[config.mk]
export PLATFORM = sky130hd
export DESIGN_NAME = gepc_counter
export DESIGN_NICKNAME = d
export VERILOG_FILES = /design/src/gepc_pkg.sv /design/src/gepc_counter.sv
export VERILOG_INCLUDE_DIRS = /design/src
export SDC_FILE = /design/constraint.sdc
export NUM_CORES = 1
export LEC_CHECK = 0
export ABC_CLOCK_PERIOD_IN_PS = 3580
export BUFFER_PORTS_ARGS = -buffer_cell sky130_fd_sc_hd__buf_2
export CAP_MARGIN = 25
export CORE_ASPECT_RATIO = 0.75
export CORE_MARGIN = 1
export CORE_UTILIZATION = 60
export DETAILED_ROUTE_END_ITERATION = 8
export PLACE_DENSITY = 0.76
export SLEW_MARGIN = 10
export SYNTH_ARGS = -nofsm -noshare
export SYNTH_HDL_FRONTEND = slang
export SYNTH_SLANG_ARGS = --single-unit
[constraint.sdc]
create_clock -name sys_clk -period 3.58 [get_ports sys_clk]
set_input_delay 0.716 -clock sys_clk [delete_from_list [all_inputs] [get_ports sys_clk]]
set_output_delay 0.716 -clock sys_clk [all_outputs]
set_load 0.01 [all_outputs]
[src/gepc_regs.svh]
/*
 * register offsets, field positions, reset values and codes for the gated event/period counter.
 * assumes a plain byte-addressed register port with one-cycle read latency.
 */
`ifndef GEPC_REGS_SVH
`define GEPC_REGS_SVH

// ==========================================
// register offsets (byte addresses, 32-bit words)
`define GEPC_CTRL_OFS 8'h00
`define GEPC_STATUS_OFS 8'h04
`define GEPC_COUNT_LO_OFS 8'h08
`define GEPC_COUNT_HI_OFS 8'h0C
`define GEPC_HOLD_LO_OFS 8'h10
`define GEPC_HOLD_HI_OFS 8'h14

// ==========================================
// per-stage control field positions (one 16-bit half-word per stage)
`define GEPC_F_TB_LSB 0
`define GEPC_F_TB_MSB 3
`define GEPC_F_EDGE 4
`define GEPC_F_CONT 5
`define GEPC_F_OTYPE 6
`define GEPC_F_OPOL 7
`define GEPC_F_GATE_LSB 8
`define GEPC_F_GATE_MSB 10
`define GEPC_F_RUN 11
`define GEPC_F_PERIOD 12
`define GEPC_STAGE_STRIDE 16

// ==========================================
// timebase and gating codes
`define GEPC_TB_CHAIN 4'h0
`define GEPC_TB_EXT_LO 4'h6
`define GEPC_TB_EXT_HI 4'hA
`define GEPC_GATE_NONE 3'h0
`define GEPC_GATE_HIGH 3'h1
`define GEPC_GATE_LOW 3'h2
`define GEPC_GATE_RISE 3'h3
`define GEPC_GATE_FALL 3'h4

// ==========================================
// counts and reset values
`define GEPC_STAGE_MAX 16'hFFFF
`define GEPC_OVF_RESIDUE 16'h0001
`define GEPC_CTRL_RST 32'h0000_0000
`endif

[src/gepc_pkg.sv]
/*
 * types shared by the gated event/period counter.
 * assumes nothing of its surroundings.
 */
package gepc_pkg;
    // ==========================================
    // measurement phase of a stage
    typedef enum logic [1:0] {
        GEPC_IDLE,
        GEPC_ARMED,
        GEPC_COUNTING,
        GEPC_STOPPED
    } gepc_phase_t;
endpackage

[src/gepc_counter.sv]
/*
 * chain of 16-bit gated counter stages with event, period and pulse-width
 * measurement, per-stage hold registers and terminal-count outputs.
 * assumes source and gate inputs synchronous to sys_clk; register port as
 * a plain one-cycle strobe interface.
 */
// Decided for this implementation: strobed register access and the register addresses.
`timescale 1ns/1ps
`include "gepc_regs.svh"

// Functional notes
// - count on selected rising or falling edge
// - timebase codes 6-10 select external source
// - level gating counts only while gate active
// - edge gating starts counting at gate edge
// - continuous mode rolls over without overflow flag
// - timebase zero clocks from lower stage output
// - 16-bit stages chain to 32 or 48 bits
// - lower stages pulse terminal count on rollover
// - non-continuous top stage stops on overflow
// - period mode latches hold on next edge
// - after period latch reload zero, continue
// - period overflow latches residue, awaits new trigger
// - pulse mode latches on gate inactive, reloads
// - pulse mode counts through overflow, latches later
// - hold register readable while measurement runs
// - one stage output gates another stage; here only when wired to that stage's ext_gate pin
// - terminal count at 65535 rollover
// - toggled output flips after terminal count
module gepc_counter #(
    parameter int STAGES = 3
) (
    // clock and reset
    input wire logic sys_clk,
    input wire logic rst,
    // register port
    input wire logic [7:0] reg_addr,
    input wire logic [31:0] reg_wdata,
    input wire logic reg_wr,
    input wire logic reg_rd,
    output logic [31:0] reg_rdata,
    // external signals, one per stage
    input wire logic [STAGES-1:0] ext_source,
    input wire logic [STAGES-1:0] ext_gate,
    output logic [STAGES-1:0] ctr_out
);
    // ==========================================
    // configuration
    logic [31:0] ctrl_lo_r; // stages 0 and 1
    logic [31:0] ctrl_hi_r; // stage 2
    logic [47:0] cfg_all;
    logic [15:0] cnt_r [STAGES];
    logic [15:0] hold_r [STAGES];
    logic [STAGES-1:0] ovf_r; // sticky overflow flags
    logic [STAGES-1:0] tc_out; // rollover pulse per stage
    logic [STAGES-1:0] src_q_r; // previous source level
    logic [STAGES-1:0] gate_q_r; // previous gate level
    logic [STAGES-1:0] out_tog_r; // toggled-output state
    logic [STAGES-1:0] tc_pend_r; // toggle waits for next tick
    gepc_pkg::gepc_phase_t phase_r [STAGES];

    assign cfg_all = {ctrl_hi_r[15:0], ctrl_lo_r};

    // control writes; a rewrite restarts the stage and clears its flag
    always_ff @(posedge sys_clk) begin
        if (rst) begin
            ctrl_lo_r <= `GEPC_CTRL_RST;
            ctrl_hi_r <= `GEPC_CTRL_RST;
        end else if (reg_wr && reg_addr == `GEPC_CTRL_OFS) begin
            ctrl_lo_r <= reg_wdata;
        end else if (reg_wr && reg_addr == `GEPC_STATUS_OFS) begin
            ctrl_hi_r <= {16'h0000, reg_wdata[15:0]};
        end
    end

    // ==========================================
    // per-stage counter logic
    genvar g;
    generate
        for (g = 0; g < STAGES; g++) begin : stg
            logic [15:0] cfg;
            logic [3:0] tb;
            logic [2:0] gmode;
            logic src_lvl;
            logic tick;
            logic gate_lvl;
            logic gate_act;
            logic gate_edge;
            logic cfg_wr;
            logic roll;
            logic count_en; // this tick really moves the count
            assign cfg = cfg_all[g*`GEPC_STAGE_STRIDE +: 16];
            assign tb = cfg[`GEPC_F_TB_MSB:`GEPC_F_TB_LSB];
            assign gmode = cfg[`GEPC_F_GATE_MSB:`GEPC_F_GATE_LSB];
            assign cfg_wr = reg_wr && ((g < 2) ? reg_addr == `GEPC_CTRL_OFS
                                                : reg_addr == `GEPC_STATUS_OFS);
            // source pick: lower stage output in chain, else external pin
            if (g == 0) begin : s0
                assign src_lvl = ext_source[g];
            end else begin : sn
                assign src_lvl = (tb == `GEPC_TB_CHAIN) ? ctr_out[g-1] : ext_source[g];
            end
            // edge picked by polarity bit; 1 = rising
            assign tick = cfg[`GEPC_F_EDGE] ? (src_lvl && !src_q_r[g])
                                           : (!src_lvl && src_q_r[g]);
            assign gate_lvl = ext_gate[g]; // may be wired to another stage's out
            assign gate_act = (gmode == `GEPC_GATE_LOW) ? !gate_lvl : gate_lvl;
            assign gate_edge = (gmode == `GEPC_GATE_FALL) ? (!gate_lvl && gate_q_r[g])
                                                         : (gate_lvl && !gate_q_r[g]);
            // a held stage must not fake a rollover: a gated or idle stage at
            // full scale would otherwise clock the next stage of a chain
            assign count_en = cfg[`GEPC_F_RUN] && (cfg[`GEPC_F_PERIOD]
                ? ((gmode >= `GEPC_GATE_RISE)
                    ? (phase_r[g] == gepc_pkg::GEPC_COUNTING && !gate_edge)
                    : gate_act)
                : (phase_r[g] == gepc_pkg::GEPC_COUNTING
                    && (gmode == `GEPC_GATE_NONE || gmode >= `GEPC_GATE_RISE || gate_act)));
            assign roll = tick && count_en && cnt_r[g] == `GEPC_STAGE_MAX;
            assign tc_out[g] = roll;

            // edge history of source and gate
            always_ff @(posedge sys_clk) begin
                if (rst) begin
                    src_q_r[g] <= 1'b0;
                    gate_q_r[g] <= 1'b0;
                end else begin
                    src_q_r[g] <= src_lvl;
                    gate_q_r[g] <= gate_lvl;
                end
            end

            // phase, count, hold and overflow
            always_ff @(posedge sys_clk) begin
                if (rst || cfg_wr) begin
                    phase_r[g] <= gepc_pkg::GEPC_IDLE;
                    cnt_r[g] <= 16'h0000;
                    hold_r[g] <= 16'h0000;
                    ovf_r[g] <= 1'b0;
                end else if (!cfg[`GEPC_F_RUN]) begin
                    phase_r[g] <= gepc_pkg::GEPC_IDLE;
                end else if (cfg[`GEPC_F_PERIOD] && gmode >= `GEPC_GATE_RISE) begin
                    // period measurement between like gate edges
                    case (phase_r[g])
                        gepc_pkg::GEPC_IDLE, gepc_pkg::GEPC_ARMED: begin
                            if (gate_edge) begin
                                phase_r[g] <= gepc_pkg::GEPC_COUNTING;
                                cnt_r[g] <= 16'h0000;
                            end
                        end
                        default: begin
                            if (gate_edge) begin
                                hold_r[g] <= cnt_r[g];
                                cnt_r[g] <= 16'h0000;
                            end else if (roll) begin
                                // too fast a timebase: keep a small residue, re-arm
                                hold_r[g] <= `GEPC_OVF_RESIDUE;
                                cnt_r[g] <= 16'h0000;
                                phase_r[g] <= gepc_pkg::GEPC_ARMED;
                            end else if (tick) begin
                                cnt_r[g] <= cnt_r[g] + 16'h0001;
                            end
                        end
                    endcase
                end else if (cfg[`GEPC_F_PERIOD]) begin
                    // continuous pulse width; counts through rollover
                    if (gate_act && tick) begin
                        cnt_r[g] <= cnt_r[g] + 16'h0001;
                    end else if (!gate_act && gate_q_r[g] != gate_lvl) begin
                        hold_r[g] <= cnt_r[g];
                        cnt_r[g] <= 16'h0000;
                    end
                    phase_r[g] <= gepc_pkg::GEPC_COUNTING;
                end else begin
                    // event counting, gated or not
                    case (phase_r[g])
                        gepc_pkg::GEPC_IDLE: begin
                            if (gmode == `GEPC_GATE_RISE || gmode == `GEPC_GATE_FALL) begin
                                phase_r[g] <= gepc_pkg::GEPC_ARMED;
                            end else begin
                                phase_r[g] <= gepc_pkg::GEPC_COUNTING;
                            end
                        end
                        gepc_pkg::GEPC_ARMED: begin
                            if (gate_edge) begin
                                phase_r[g] <= gepc_pkg::GEPC_COUNTING;
                            end
                        end
                        gepc_pkg::GEPC_COUNTING: begin
                            if (tick && (gmode == `GEPC_GATE_NONE || gmode >= `GEPC_GATE_RISE
                                         || gate_act)) begin
                                cnt_r[g] <= cnt_r[g] + 16'h0001;
                                if (roll && !cfg[`GEPC_F_CONT]) begin
                                    ovf_r[g] <= 1'b1;
                                    phase_r[g] <= gepc_pkg::GEPC_STOPPED;
                                end
                            end
                        end
                        default: begin
                            phase_r[g] <= gepc_pkg::GEPC_STOPPED;
                        end
                    endcase
                end
            end

            // output: pulse on rollover or toggle on the following tick
            always_ff @(posedge sys_clk) begin
                if (rst || cfg_wr) begin
                    out_tog_r[g] <= 1'b0;
                    tc_pend_r[g] <= 1'b0;
                    ctr_out[g] <= 1'b0;
                end else begin
                    if (roll) begin
                        tc_pend_r[g] <= 1'b1;
                    end else if (tick && tc_pend_r[g]) begin
                        tc_pend_r[g] <= 1'b0;
                        out_tog_r[g] <= !out_tog_r[g];
                    end
                    if (cfg[`GEPC_F_OTYPE]) begin
                        ctr_out[g] <= (out_tog_r[g] ^ (tick && tc_pend_r[g]))
                                      ^ !cfg[`GEPC_F_OPOL];
                    end else begin
                        ctr_out[g] <= tc_out[g] ^ !cfg[`GEPC_F_OPOL];
                    end
                end
            end

        end
    endgenerate

    // ==========================================
    // register reads; hold values are live while counting continues
    always_ff @(posedge sys_clk) begin
        if (rst) begin
            reg_rdata <= 32'h0000_0000;
        end else if (reg_rd) begin
            if (reg_addr == `GEPC_CTRL_OFS) begin
                reg_rdata <= ctrl_lo_r;
            end else if (reg_addr == `GEPC_STATUS_OFS) begin
                reg_rdata <= {13'h0000, ovf_r, ctrl_hi_r[15:0]};
            end else if (reg_addr == `GEPC_COUNT_LO_OFS) begin
                reg_rdata <= {cnt_r[1], cnt_r[0]};
            end else if (reg_addr == `GEPC_COUNT_HI_OFS) begin
                reg_rdata <= {16'h0000, cnt_r[2]};
            end else if (reg_addr == `GEPC_HOLD_LO_OFS) begin
                reg_rdata <= {hold_r[1], hold_r[0]};
            end else if (reg_addr == `GEPC_HOLD_HI_OFS) begin
                reg_rdata <= {16'h0000, hold_r[2]};
            end else begin
                reg_rdata <= 32'h0000_0000;
            end
        end else begin
            reg_rdata <= 32'h0000_0000;
        end
    end
endmodule

# Yosys cells after proc, flatten, opt, wreduce, memory -nomap -nowiden
# Memory sizes are Yosys's and may differ from the RTL's.
# Index checks and enable logic that the tools add are counted.
# Widths: inputs -> output; s select.
[word_totals]
register_bits = 98
ramBits = 102
inputBits = 50
memories = 3
[memory_table]
columns = ["memory", "depth", "word_bits", "rd", "rd_clocked_by_memory_dff", "wr", "line", "source"]
rows = [
  ["cnt_r", 3, 16, 3, 0, 3, "gepc_counter.sv:52", "logic [15:0] cnt_r [STAGES];"],
  ["hold_r", 3, 16, 3, 0, 3, "gepc_counter.sv:53", "logic [15:0] hold_r [STAGES];"],
  ["phase_r", 3, 2, 3, 0, 3, "gepc_counter.sv:60", "gepc_pkg::gepc_phase_t phase_r [STAGES];"],
]
[op_classes]
addsub = 3
n_lt_le_gt_ge = 3
eq_ne = 26
muxes = 357
bitwise_logic = 77
n_reduce_logical = 111
[ops]
columns = ["cell", "n"]
rows = [
  ["$mux 16", 31],
  ["$mux 1", 294],
  ["$mux 32", 5],
  ["$or 1x1->1", 57],
  ["$mux 2", 27],
  ["$add 16x1->16 const B", 3],
  ["$eq 16x16->1 const B", 3],
  ["$logic_and 1x1->1", 47],
  ["$logic_not 1->1", 27],
  ["$eq 3x2->1 const B", 6],
  ["$reduce_and 6->1", 3],
  ["$eq 8x4->1 const B", 2],
  ["$eq 8x5->1 const B", 2],
  ["$logic_or 1x1->1", 11],
  ["$not 1->1", 11],
  ["$eq 3x3->1 const B", 3],
  ["$ge 3x2->1 const B", 3],
  ["$logic_not 3->1", 3],
  ["$reduce_or 3->1", 3],
  ["$xor 1x1->1", 9],
  ["$eq 8x3->1 const B", 1],
  ["$logic_not 4->1", 2],
  ["$logic_not 8->1", 1],
  ["$reduce_and 2->1", 4],
  ["6 further kinds", 19],
]

# Logic depth before layout (Yosys ltp)
[depth]
depth_word = 24
ltp_mapped = 10
mapped_depth_nobuf = 8

# Worst setup path before layout
# No wires, ideal clock.
[synth_timing]
kind = "in2reg"
from = "input port reg_addr[6]"
to = "memory cnt_r[2][0] (enable)"
setup_ps = 452
arrival_time_ps = 2641
t_required_ps = 3128
slack_ps = 487
path_stages = 7
n_path_buf = 1
path_cell_list = "or4_4 > nor4_4 > nor3b_1 > and3_1 > buf_2 > nor3_2 > nand4_1"
[synth_lines]
columns = ["element", "line", "source"]
rows = [
  ["from (decl)", "gepc_counter.sv:37", "input wire logic [7:0] reg_addr,"],
  ["to (decl)", "gepc_counter.sv:52", ""],
]

==> results.py <==
metrics = {
    "global_routing": {
        "antenna_found_initial": 0,
        "first_global_vias": 7228,
        "grt-busiest-layer": "met1",
        "grt_use_met1_pct": 51.2,
        "grt_pass1_wl_um": 40800,
        "met2_usage_pct": 42.2,
        "grtUsageMet3_pct": 7.45,
        "track_usage_pct": 31.9,
        "grt_max_degree": 36,
        "overflow": 0,
    },
    "run": {
        "drv_cap": 0,
    },
    "timing": {
        "hold_viol": 0,
        "finalSetupViolCount": 0,
        "worst_slew_pin_slew_ns": 1.01,
        "drv_slew": 0,
        "tns_ns": 0,
        "relSlewSlack_pct": 32.4,
        "hold_ws_ns": 0.450,
        "period_minus_slack_ns": 2.99,
        "clock.fmax_ghz": 0.334,
        "rsz0062_at_grt": "no",
        "post-route-period-util_pct": 83.6,
        "finClkSkew_ns": 0.0118,
    },
    "place": {
        "routabilityCongestion": 0.956,
        "place_area_mm2": 0.0107,
        "io_buffers": 84,
        "dp.final_hpwl_um": 19300,
    },
    "drt": {
        "firstDrtPassIters": 8,
        "final_antenna_net_count": 0,
        "vias_per_cell": 6.21,
        "drcViolationCount": 0,
        "totalWireLength_um": 26700,
        "drt_iter0_drc": 1011,
        "vias": 8141,
        "drt-wirelength-per-cell_um": 20.4,
    },
    "setup_path": {
        "critPathMaxFanout": 16,
        "arrival_ns": 3.12,
        "critPathTopFamily": "simple AND/OR/NAND/NOR gates",
        "worstSetupEndpointType": "register",
        "r2r_cells": 8,
        "worstPathRequired_ns": 3.71,
        "slowest_stage": "or4_4",
        "startpoint_type": "register",
        "worstPathCellList": "ha_1 > and2_1 > nand4_2 > or4_4 > nor4_4 > nand2_1 > nand3_1 > buf_4",
        "critPathBufInv": 1,
        "worstSetupPathType": "register to register",
        "timing.rr.start": "cnt_r[1][0]",
        "crit_cells": 8,
        "max_stage_delay_ns": 0.64,
        "rrSetupSlack_ns": 0.59,
        "r2r-end": "cnt_r[1][6]",
    },
    "min_path": {
        "min_from": "tc_pend_r[0]",
        "hold_path_depth": 2,
        "hold_path_end": "tc_pend_r[0]",
        "hold_class": "register to register",
    },
    "finish": {
        "layout_common_cells": "nor2_1, edfxtp_1, dfxtp_1",
        "n_fill_cell": 1264,
        "final_nets": 1146,
        "fin_area_mm2": 0.0113,
        "layout.cells.most_common": "nor2_1",
        "diodes": 0,
        "area_growth_syn_to_layout_pct": 12.1,
        "final_layout_size_suffix_gt1_share_pct": 16.7,
    },
    "cts": {
        "tritoncts": "done",
        "clockBufferDepth": 2,
        "clock_latency_ns": 0.44,
        "cts_post_setup_buffers_inserted": 0,
        "clk_pin_slew_ns": 0.07,
        "cts.sinks": 200,
        "cts_hold_buffers": 0,
        "cts_resized": 0,
        "clockRootBuffer": "clkbuf_16",
        "cts_made_buffers": 17,
        "htreeDepth": 4,
    },
    "pwr": {
        "seqPwrFrac_pct": 53.4,
        "power_mw": 4.66,
        "pwr-share-comb_pct": 5.0,
        "p_switching_mw": 1.08,
        "leakage_nw": 4.27,
        "ir_worst_vdd_v": 0.000381,
        "p_clk_share_pct": 41.5,
        "p_per_area_mw_per_mm2": 413,
        "internal_power_mw": 3.58,
        "swShare_pct": 23.2,
    },
    "die": {
        "die_h_um": 114,
        "start_util_pct": 62.1,
        "io_pins": 85,
        "rows": 40,
        "dieArea_mm2": 0.0173,
        "core_mm2": 0.0162,
        "die_w_um": 152,
    },
    "synth": {
        "synth_edf_count": 102,
        "syn-num-nets": 1074,
        "yosysSeqAreaShare_pct": 49.9,
        "synth_warnings": 0,
        "synth_cells": 1015,
        "synthDistinctLibCells": 78,
        "ys_async_sr_fraction_pct": 0,
        "synth_area_mm2": 0.0101,
        "syn_avg_cell_area_um2": 9.92,
        "synthFlopType": "edfxtp_1",
        "ys_ff_latch": 200,
    },
    "run_status": {
        "status": "finished, final reports clean",
    },
}
-- power groups by stage --
stage	registers, mW	clock network [mW]	logic (mW)
2_1_floorplan	2.52	0	0.133
3_3_place_gp	2.54	0	0.226
3_5_place_dp	2.54	0	0.229
4_1_cts	2.49	1.95	0.231
5_1_grt	2.49	2.03	0.253
6_report	2.49	1.93	0.235
-- tightest hold or removal path, delay by kind of cell (launching register included) --
kind	cells	cell delay, ns
DFF	1	0.31
and+or+nand+nor	1	0.05
AOI/OAI and AO/OA	1	0.05
-- through the flow --
| stage | setup slack [ns] | instances | util (%) |
|---|---|---|---|
| after CTS | 0.620 | 1310 | 69.6 |
| after floorplan | 0.487 | 1015 | - |
| after detailed placement | 0.411 | 1278 | 65.9 |
| after global placement | 0.431 | 1278 | 65.9 |
| after global routing | 0.434 | 1310 | 69.6 |
| final | 0.587 | 1310 | 69.6 |
-- worst max path at each step --
| stage | end | start |
|---|---|---|
| final | cnt_r[1][6] | cnt_r[1][0] |
| after global routing | cnt_r[2][14] | cnt_r[2][1] |
| after CTS | cnt_r[2][3] | cnt_r[2][1] |
| after detailed placement | cnt_r[2][6] | reg_addr[6] |
| after global placement | cnt_r[2][6] | reg_addr[6] |
| after floorplan | cnt_r[2][0] | reg_addr[6] |
-- area by class of cell --
cell class | count | area, µm² | share of cell area (%)
timing repair buffer | 111 | 623 | 5.52
sequential | 200 | 5020 | 44.5
clock buffer | 21 | 482 | 4.27
clock inverter | 11 | 110 | 0.976
multi-input combinational | 720 | 4640 | 41.1
inverter | 37 | 139 | 1.23
tap | 210 | 263 | 2.33
-- cell usage after synthesis, types with 9 or more instances --
cell type	instances	area, µm²
a21oi_1	40	200
a22o_1	31	272
a22oi_1	22	165
and2_1	49	307
and3_1	13	81.3
buf_2	22	110
clkbuf_1	28	105
dfxtp_1	98	1960
edfxtp_1	102	3060
ha_1	9	113
inv_1	37	139
mux2i_1	33	330
nand2_1	77	289
nand3_1	29	145
nand4_1	9	56.3
nor2_1	129	484
nor2b_1	24	150
nor3_1	11	55.1
o21ai_0	36	180
o22ai_1	18	113
xnor2_1	23	201
xor2_1	22	193
-- sequential cells by signal (all words and copies together) (netlist names) --
signal / count
ctrl_hi_r: 16
reg_rdata: 32
out_tog_r: 3
ctr_out: 3
src_q_r: 3
phase_r: 6
hold_r: 48
gate_q_r: 3
ctrl_lo_r: 32
tc_pend_r: 3
ovf_r: 3
cnt_r: 48
-- kinds of logic after synthesis --
kind of cell             share of synthesized area [%]
AND/OR/NAND/NOR                                   21.3
AO/OA/AOI/OAI                                     15.3
flip-flops                                        49.9
buffers and inverters                             4.15
XOR/XNOR                                          3.92
multiplexers                                      3.99
adder cells (fa/ha/maj)                           1.42
-- routing by layer --
metal  wire length [µm]  share of wire, %
met1              12600                47
met2              10700                40
met3               3050                11
met4                430               1.6
met5                  0                 0
Power figures use the tool's default switching activity.
